### config.mk
export PLATFORM = sky130hd
export DESIGN_NAME = dlm_monitor
export DESIGN_NICKNAME = d
export VERILOG_FILES = /design/src/dlm_pkg.sv /design/src/dlm_monitor.sv
export VERILOG_INCLUDE_DIRS = /design/src
export SDC_FILE = /design/constraint.sdc
export NUM_CORES = 2
export LEC_CHECK = 0
export ABC_AREA = 1
export BUFFER_PORTS_ARGS = -buffer_cell sky130_fd_sc_hd__buf_2
export CORE_MARGIN = 2
export CORE_UTILIZATION = 40
export DETAILED_ROUTE_END_ITERATION = 7
export REMOVE_ABC_BUFFERS = 1
export SETUP_SLACK_MARGIN = 0.4
export SLEW_MARGIN = 0
export SYNTH_ARGS = -nofsm -noshare
export SYNTH_HDL_FRONTEND = slang
export SYNTH_SLANG_ARGS = --single-unit
### constraint.sdc
create_clock -name sys_clk -period 372.7 [get_ports sys_clk]
set_input_delay 37.27 -clock sys_clk [delete_from_list [all_inputs] [get_ports sys_clk]]
set_output_delay 37.27 -clock sys_clk [all_outputs]
set_load 0.02 [all_outputs]
### src/dlm_defines.svh
// constants for the dc link discharge monitor
// Summary of operation
// - average samples over 1 ms windows
// - one converter step is 520 mV
// - error allowance is 1% plus 2.6 V
// - coding switch selects decay constant
// - each step must remove 20 percent
// - step time from tau and log ratio
// - below 10 V hold switch five tau
// - cooldown lasts ten decay constants
// - indicators encode ready, discharging, cooldown, boot
// - error: power and error on, no discharge
// - start high at boot end means error
// - sustained overvoltage forces error
// - internal supply failure forces error
// - excessive discharge current forces error
// - missed step target forces error
// - rising voltage during discharge forces error
// - error latched until power cycle
// - ready again only with start low
// - current alarm trips at 9.6 A
`ifndef DLM_DEFINES_SVH
`define DLM_DEFINES_SVH
`define DLM_CLK_MHZ      100
`define DLM_SAMPLE_US    100
`define DLM_SAMPLE_CYC   (`DLM_SAMPLE_US * `DLM_CLK_MHZ)
`define DLM_AVG_SAMPLES  4'hA
`define DLM_LSB_MV_X10   6'h34
`define DLM_ERR_DIV      24'h64
`define DLM_ERR_OFS_MV   24'hA28
`define DLM_RESID_MV     24'h2710
`define DLM_OV_MV        24'h200B20
`define DLM_OV_MS        2'h3
`define DLM_I_TRIP_MA    16'h2580
`define DLM_BOOT_MS      20'h0000A
`define DLM_RESID_TAUS   3'h5
`define DLM_COOL_TAUS    4'hA
`define DLM_RATIO_MAX    10'h3FF
`endif

### src/dlm_pkg.sv
// types for the dc link discharge monitor
package dlm_pkg;
   typedef enum logic [2:0] {
      DLM_BOOT  = 3'h0,
      DLM_READY = 3'h1,
      DLM_DISCH = 3'h2,
      DLM_RESID = 3'h3,
      DLM_COOL  = 3'h4,
      DLM_ERROR = 3'h5
   } dlm_state_t;
endpackage : dlm_pkg

### src/dlm_monitor.sv
// discharge switch controller and supervisor
`timescale 1ns/1ps
`include "dlm_defines.svh"
module dlm_monitor #(
   parameter int unsigned SAMPLE_CYC = `DLM_SAMPLE_CYC
) (
   input  wire logic        sys_clk,
   input  wire logic        rst_n,
   input  wire logic        start_in,
   input  wire logic [3:0]  tau_sel_in,
   input  wire logic        supply_fail_in,
   input  wire logic        adc_valid,
   input  wire logic [11:0] adc_data,
   input  wire logic [15:0] current_ma,
   output logic             adc_req_q,
   output logic             discharge_sw_q,
   output logic             led_power_q,
   output logic             led_error_q,
   output logic             led_discharge_q,
   output logic [23:0]      avg_mv_q,
   output logic             ms_tick_q
);

   // two-stage synchronisers for pins
   logic       start_s1_q;
   logic       start_s2_q;
   logic       fail_s1_q;
   logic       fail_s2_q;
   logic [3:0] sel_s1_q;
   logic [3:0] sel_s2_q;

   always_ff @(posedge sys_clk)
   begin
      if (!rst_n)
      begin
         start_s1_q <= 1'b0;
         start_s2_q <= 1'b0;
         fail_s1_q  <= 1'b0;
         fail_s2_q  <= 1'b0;
         sel_s1_q   <= 4'h0;
         sel_s2_q   <= 4'h0;
      end
      else
      begin
         start_s1_q <= start_in;
         start_s2_q <= start_s1_q;
         fail_s1_q  <= supply_fail_in;
         fail_s2_q  <= fail_s1_q;
         sel_s1_q   <= tau_sel_in;
         sel_s2_q   <= sel_s1_q;
      end
   end

   // sample pacing and averaging
   logic [31:0] samp_cnt_q;
   logic [31:0] samp_cnt_d;
   logic        adc_req_d;
   logic [15:0] sum_q;
   logic [15:0] sum_d;
   logic [3:0]  nsamp_q;
   logic [3:0]  nsamp_d;
   logic [23:0] avg_mv_d;
   logic        ms_tick_d;
   logic [15:0] sum_full;

   always_comb
   begin
      samp_cnt_d = samp_cnt_q + 32'h1;
      adc_req_d  = 1'b0;
      sum_d      = sum_q;
      nsamp_d    = nsamp_q;
      avg_mv_d   = avg_mv_q;
      ms_tick_d  = 1'b0;
      sum_full   = sum_q + {4'h0, adc_data};
      if (samp_cnt_q >= SAMPLE_CYC - 1)
      begin
         samp_cnt_d = 32'h0;
         adc_req_d  = 1'b1;
      end
      if (adc_valid)
      begin
         sum_d   = sum_full;
         nsamp_d = nsamp_q + 4'h1;
         if (nsamp_q == `DLM_AVG_SAMPLES - 4'h1)
         begin
            sum_d     = 16'h0;
            nsamp_d   = 4'h0;
            avg_mv_d  = 24'(sum_full * `DLM_LSB_MV_X10);
            ms_tick_d = 1'b1;
         end
      end
   end

   always_ff @(posedge sys_clk)
   begin
      if (!rst_n)
      begin
         samp_cnt_q <= 32'h0;
         adc_req_q  <= 1'b0;
         sum_q      <= 16'h0;
         nsamp_q    <= 4'h0;
         avg_mv_q   <= 24'h0;
         ms_tick_q  <= 1'b0;
      end
      else
      begin
         samp_cnt_q <= samp_cnt_d;
         adc_req_q  <= adc_req_d;
         sum_q      <= sum_d;
         nsamp_q    <= nsamp_d;
         avg_mv_q   <= avg_mv_d;
         ms_tick_q  <= ms_tick_d;
      end
   end

   // measurement error allowance in mV
   function automatic logic [23:0] err_mv(input logic [23:0] v);
      err_mv = v / `DLM_ERR_DIV + `DLM_ERR_OFS_MV;
   endfunction : err_mv

   // decay constant in ms per switch position
   function automatic logic [13:0] tau_ms(input logic [3:0] sel);
      case (sel)
         4'h0:    tau_ms = 14'h0064;
         4'h1:    tau_ms = 14'h00C8;
         4'h2:    tau_ms = 14'h01F4;
         4'h3:    tau_ms = 14'h03E8;
         4'h4:    tau_ms = 14'h07D0;
         4'h5:    tau_ms = 14'h1388;
         default: tau_ms = 14'h2710;
      endcase
   endfunction : tau_ms

   // natural log, Q8, rounded to upper quarter
   function automatic logic [8:0] ln_q8(input logic [3:0] idx);
      case (idx)
         4'h5:    ln_q8 = 9'h068;
         4'h6:    ln_q8 = 9'h08F;
         4'h7:    ln_q8 = 9'h0B1;
         4'h8:    ln_q8 = 9'h0D0;
         4'h9:    ln_q8 = 9'h0EB;
         4'hA:    ln_q8 = 9'h103;
         4'hB:    ln_q8 = 9'h119;
         4'hC:    ln_q8 = 9'h12E;
         4'hD:    ln_q8 = 9'h141;
         4'hE:    ln_q8 = 9'h152;
         4'hF:    ln_q8 = 9'h163;
         default: ln_q8 = 9'h039;
      endcase
   endfunction : ln_q8

   // supervisor state
   dlm_pkg::dlm_state_t st_q;
   dlm_pkg::dlm_state_t st_d;
   logic [19:0] tmr_q;
   logic [19:0] tmr_d;
   logic [13:0] tau_q;
   logic [13:0] tau_d;
   logic [23:0] initial_link_voltage_q;
   logic [23:0] initial_link_voltage_d;
   logic [23:0] step_start_q;
   logic [23:0] step_start_d;
   logic [23:0] prev_mv_q;
   logic [23:0] prev_mv_d;
   logic [1:0]  ov_cnt_q;
   logic [1:0]  ov_cnt_d;
   logic        sw_d;
   logic        led_err_d;
   logic        led_dis_d;

   // step duration from the current step start
   logic [23:0] num_mv;
   logic [23:0] step_target_voltage;
   logic [23:0] measurement_error_allowance;
   logic [23:0] den_mv;
   logic [33:0] ratio_full;
   logic [9:0]  ratio_q8;
   logic [22:0] dt_prod;
   logic [19:0] dt_ms;
   logic [19:0] resid_ms;
   logic [19:0] cool_ms;

   always_comb
   begin
      num_mv = step_start_q + err_mv(step_start_q);
      step_target_voltage = step_start_q - step_start_q / 24'h5;
      measurement_error_allowance = err_mv(step_target_voltage);
      den_mv = 24'h0;
      if (step_target_voltage > measurement_error_allowance)
      begin
         den_mv = step_target_voltage - measurement_error_allowance;
      end
      ratio_full = 34'h0;
      ratio_q8   = `DLM_RATIO_MAX;
      if (den_mv != 24'h0)
      begin
         ratio_full = {2'h0, num_mv, 8'h0} / {10'h0, den_mv};
         if (ratio_full < 34'(`DLM_RATIO_MAX))
         begin
            ratio_q8 = ratio_full[9:0];
         end
      end
      dt_prod = 23'(tau_q * ln_q8(ratio_q8[9:6]));
      dt_ms   = {5'h0, dt_prod[22:8]};
      if (dt_ms == 20'h0)
      begin
         dt_ms = 20'h1;
      end
      resid_ms = 20'(tau_q * `DLM_RESID_TAUS);
      cool_ms  = 20'(tau_q * `DLM_COOL_TAUS);
   end

   always_comb
   begin
      st_d                   = st_q;
      tmr_d                  = tmr_q;
      tau_d                  = tau_q;
      initial_link_voltage_d = initial_link_voltage_q;
      step_start_d           = step_start_q;
      prev_mv_d              = prev_mv_q;
      ov_cnt_d               = ov_cnt_q;
      if (ms_tick_q)
      begin
         if (tmr_q != 20'hFFFFF)
         begin
            tmr_d = tmr_q + 20'h1;
         end
         ov_cnt_d = 2'h0;
         if (avg_mv_q > `DLM_OV_MV && ov_cnt_q != `DLM_OV_MS)
         begin
            ov_cnt_d = ov_cnt_q + 2'h1;
         end
         else if (avg_mv_q > `DLM_OV_MV)
         begin
            ov_cnt_d = ov_cnt_q;
         end
      end
      unique case (st_q)
         dlm_pkg::DLM_BOOT:
         begin
            if (ms_tick_q && tmr_q >= `DLM_BOOT_MS - 20'h1)
            begin
               tau_d = tau_ms(sel_s2_q);
               tmr_d = 20'h0;
               st_d  = start_s2_q ? dlm_pkg::DLM_ERROR : dlm_pkg::DLM_READY;
            end
         end
         dlm_pkg::DLM_READY:
         begin
            if (start_s2_q)
            begin
               initial_link_voltage_d = avg_mv_q;
               step_start_d           = avg_mv_q;
               prev_mv_d              = avg_mv_q;
               tmr_d                  = 20'h0;
               st_d                   = dlm_pkg::DLM_DISCH;
            end
         end
         dlm_pkg::DLM_DISCH:
         begin
            if (current_ma >= `DLM_I_TRIP_MA)
            begin
               st_d = dlm_pkg::DLM_ERROR;
            end
            else if (ms_tick_q)
            begin
               prev_mv_d = avg_mv_q;
               if (avg_mv_q > prev_mv_q + err_mv(prev_mv_q))
               begin
                  st_d = dlm_pkg::DLM_ERROR;
               end
               else if (avg_mv_q < `DLM_RESID_MV)
               begin
                  tmr_d = 20'h0;
                  st_d  = dlm_pkg::DLM_RESID;
               end
               else if (avg_mv_q <= step_target_voltage)
               begin
                  step_start_d = avg_mv_q;
                  tmr_d        = 20'h0;
               end
               else if (tmr_q + 20'h1 >= dt_ms)
               begin
                  st_d = dlm_pkg::DLM_ERROR;
               end
            end
         end
         dlm_pkg::DLM_RESID:
         begin
            if (current_ma >= `DLM_I_TRIP_MA)
            begin
               st_d = dlm_pkg::DLM_ERROR;
            end
            else if (ms_tick_q && tmr_q + 20'h1 >= resid_ms)
            begin
               tmr_d = 20'h0;
               st_d  = dlm_pkg::DLM_COOL;
            end
         end
         dlm_pkg::DLM_COOL:
         begin
            if (tmr_q >= cool_ms && !start_s2_q)
            begin
               st_d = dlm_pkg::DLM_READY;
            end
         end
         dlm_pkg::DLM_ERROR:
         begin
            st_d = dlm_pkg::DLM_ERROR;
         end
         default:
         begin
            st_d = dlm_pkg::DLM_ERROR;
         end
      endcase
      if (fail_s2_q)
      begin
         st_d = dlm_pkg::DLM_ERROR;
      end
      if (ov_cnt_q == `DLM_OV_MS)
      begin
         st_d = dlm_pkg::DLM_ERROR;
      end
      sw_d      = (st_d == dlm_pkg::DLM_DISCH) || (st_d == dlm_pkg::DLM_RESID);
      led_dis_d = (st_d != dlm_pkg::DLM_READY) && (st_d != dlm_pkg::DLM_ERROR);
      led_err_d = (st_d != dlm_pkg::DLM_READY) && !sw_d;
   end

   always_ff @(posedge sys_clk)
   begin
      if (!rst_n)
      begin
         st_q                   <= dlm_pkg::DLM_BOOT;
         tmr_q                  <= 20'h0;
         tau_q                  <= 14'h0064;
         initial_link_voltage_q <= 24'h0;
         step_start_q           <= 24'h0;
         prev_mv_q              <= 24'h0;
         ov_cnt_q               <= 2'h0;
         discharge_sw_q         <= 1'b0;
         led_power_q            <= 1'b1;
         led_error_q            <= 1'b1;
         led_discharge_q        <= 1'b1;
      end
      else
      begin
         st_q                   <= st_d;
         tmr_q                  <= tmr_d;
         tau_q                  <= tau_d;
         initial_link_voltage_q <= initial_link_voltage_d;
         step_start_q           <= step_start_d;
         prev_mv_q              <= prev_mv_d;
         ov_cnt_q               <= ov_cnt_d;
         discharge_sw_q         <= sw_d;
         led_power_q            <= 1'b1;
         led_error_q            <= led_err_d;
         led_discharge_q        <= led_dis_d;
      end
   end

endmodule : dlm_monitor

==> run metrics <==
outcome finished, final reports clean; Initial Util 0.402; #FFs+latches synth 165; I/O pin cnt 67; RD Place Congestion 0.902; syn_area_per_cell 6.10 µm²; reg2reg setup slack 227.67 ns; setup slack after layout 227.67 ns; Max-Cap Viols 0; largest net degree at the start of global routing 83; min-delay src fail_s1_q$_SDFF_PN0_; initial antenna violation count 0; clk root buf clkbuf_16; Worst Path Arrival 145.40 ns; sink of the worst hold path fail_s2_q$_SDFF_PN0_; core area 129000 µm²; setup TNS 0 ns; Via-to-Cell Ratio 5.12; number of global-route vias before repair 49800; Filler Cell Count 13900; number of buffers created by CTS 17; layout cells sized above 1 0.0716; Final Max Slew Viols 0; ys async rst share 0; crit share post-route 0.389; Final setup viols 0; fin util 0.424; final count of hold timing violations 0; Die ar. 133000 µm²; Skew-Pair Late Insertion Delay 0.46 ns; clock sink count 165; First-pass DRT Iterations 6; DR DRC count 0; Most Frequent Cell on Critical Path nand2_1; Crit Path Class register to register; clock-pin slew on the worst setup and hold paths 0.08 ns; Clock Tree Buf Depth 2; ant diodes 0; Detailed Place HPWL 115000 µm; total gr overflow 0; area added between synthesis and finish 5.49%; Synth Warn # 0; Fmax 0.00690 GHz; final wirelength 143000 µm; initial drt markers 2797; Reg-to-Reg End led_error_q$_SDFF_PN1_; post-synthesis cell area 51900 µm²; ANT nets after route 0; Crit. Startpoint step_start_q[20]$_SDFFE_PN0P_; EDFF count, synth 0; post-CTS setup buffer count 0; Cells after Synth 8509; first-pass GRT wire length 238000 µm; commonest register cell after synthesis dfxtp_1; cells on worst reg2reg path 955; Worst path slowest cell o21ai_0; Setup crit start kind register; Die Width 364 µm; worst hold stages 2; crit path max fanout 51; hold_buf cts 0; Vias 52600; DP Worst Slack 229.23 ns; GRT Util Overall 0.213; Hold WC Path Type register to register; worst endpoint required time 373.08 ns; I/O Buffers 54; Die Ht 364 µm; register area share after synthesis 0.0636; Wirelength per Cell 13.9 µm; Slew HR 0.234; fin area 54800 µm²; Layout Skew 0.0166 ns; CTS tree done; Rows 132; Tmin final 145.03 ns; reg2reg start step_start_q[20]$_SDFFE_PN0P_; worst slew pin tran 1.15 ns; # nets final 9475; Setup crit end kind register; post-CTS sizing 0; # H-tree levels 4; RSZ-0062 raised after global routing false; placed cell areas 54200 µm²; Netlist cell types 87; Critical Path Max Stage Delay 0.71 ns
[worst max path at each step]
stage | slack (ns) | endpoint | cells past startpoint
finish | 227.67 | led_error_q$_SDFF_PN1_ | 893
floorplan | 250.34 | led_error_q$_SDFF_PN1_ | 1190
CTS | 228.48 | led_error_q$_SDFF_PN1_ | 893
global route | 210.13 | led_error_q$_SDFF_PN1_ | 894
detailed placement | 229.23 | led_error_q$_SDFF_PN1_ | 908
global placement | 230.96 | led_error_q$_SDFF_PN1_ | 1190
[layout make-up]
cell class,count,area (µm²),area share
clock buffer,17,425,0.00776
multi-input combinational,6802,42700,0.779
sequential,165,3300,0.0603
inverter,1430,5390,0.0983
timing repair buffer,102,631,0.0115
tap,1742,2180,0.0398
clock inverter,14,166,0.00304
[logic make-up after synthesis]
family                     Yosys count  share of synthesized area
and+or+nand+nor                   3652                      0.311
AOI/OAI and AO/OA                 1625                      0.178
buffers and inverters             1567                      0.117
adders and majority gates          920                      0.233
xor gates and xnor gates           572                     0.0967
DFF                                165                     0.0636
muxes                                6                    0.00116
other                                2                   0.000145
[cell usage in the layout (no fill, tap or decap), types with 52 or more instances in the layout]
master       n
nand4_1    101
nand2_1   1920
a21oi_1    746
nor2_1     748
xnor2_1    245
ha_1       840
inv_1     1325
fa_1        80
or2_2      108
nand3_1    394
dfxtp_1    165
o21bai_1    52
inv_2       82
nor3_1      61
o21ai_0    473
buf_2       54
xor2_1     325
nand2_2    108
[layer usage]
| metal | wire length (µm) | GRT usage | vias to the layer above |
|---|---|---|---|
| met4 | 3360 | 0.0499 | 0 |
| li1 | - | - | 27800 |
| met3 | 4950 | 0.0141 | 154 |
| met1 | 68900 | 0.281 | 23800 |
| met5 | 0 | 0 | - |
| met2 | 65500 | 0.375 | 824 |
[synth_stat cells (13+ instances only)]
master    number  area [µm²]
nand2_1     1924        7220
a211oi_1      29         218
clkbuf_1      88         330
clkinv_1      17        63.8
o211ai_1      30         225
nor2_4        16         180
xor2_1       325        2850
a21oi_1      746        3730
o21a_1        20         150
nand4_1      101         632
fa_1          80        1600
nor3_1        61         305
inv_2         81         304
a21o_1        44         330
nand3b_1      16         120
nand3_2       42         420
nand3_1      394        1970
o21ai_0      473        2370
a31oi_1       41         257
xnor2_1      245        2150
nand2_4       26         293
nor4_1        29         181
or2_2        108         676
o31ai_1       27         203
and2_1        13        81.3
nand2_2      104         651
inv_1       1326        4980
buf_2         14        70.1
o21bai_1      52         390
ha_1         840       10500
buf_4         15         113
o21ai_1       37         185
dfxtp_1      165        3300
nor2_1       749        2810
nor2_2        29         181
[critical path: cells and delay by family, from the launching register on]
| family | cells | cell delay (ns) |
|---|---|---|
| compound gates | 277 | 52.46 |
| simple gates | 393 | 43.87 |
| flops | 1 | 0.62 |
| xor+xnor | 5 | 1.39 |
| buf+inv | 175 | 20.31 |
| fa+ha+maj | 43 | 14.28 |
[through the flow]
| step | cells | hold slack [ns] |
|---|---|---|
| floorplan | 8397 | 0.390 |
| global placement | 10200 | 0.399 |
| detailed placement | 10200 | 0.406 |
| CTS | 10300 | 0.411 |
| global route | 10300 | 0.431 |
| finish | 10300 | 0.414 |
[registers in the layout, summed over array words and instances, names as in the netlist, 2 cells and up]
signal / count
sum_q: 16
tau_q: 11
avg_mv_q: 20
sel_s1_q: 4
sel_s2_q: 4
tmr_q: 20
samp_cnt_q: 32
prev_mv_q: 20
ov_cnt_q: 2
st_q: 3
step_start_q: 20
nsamp_q: 4
Power is left out: the tool's default activity adds up to more than one toggle a clock period on the data nets, which glitch-free logic cannot reach.
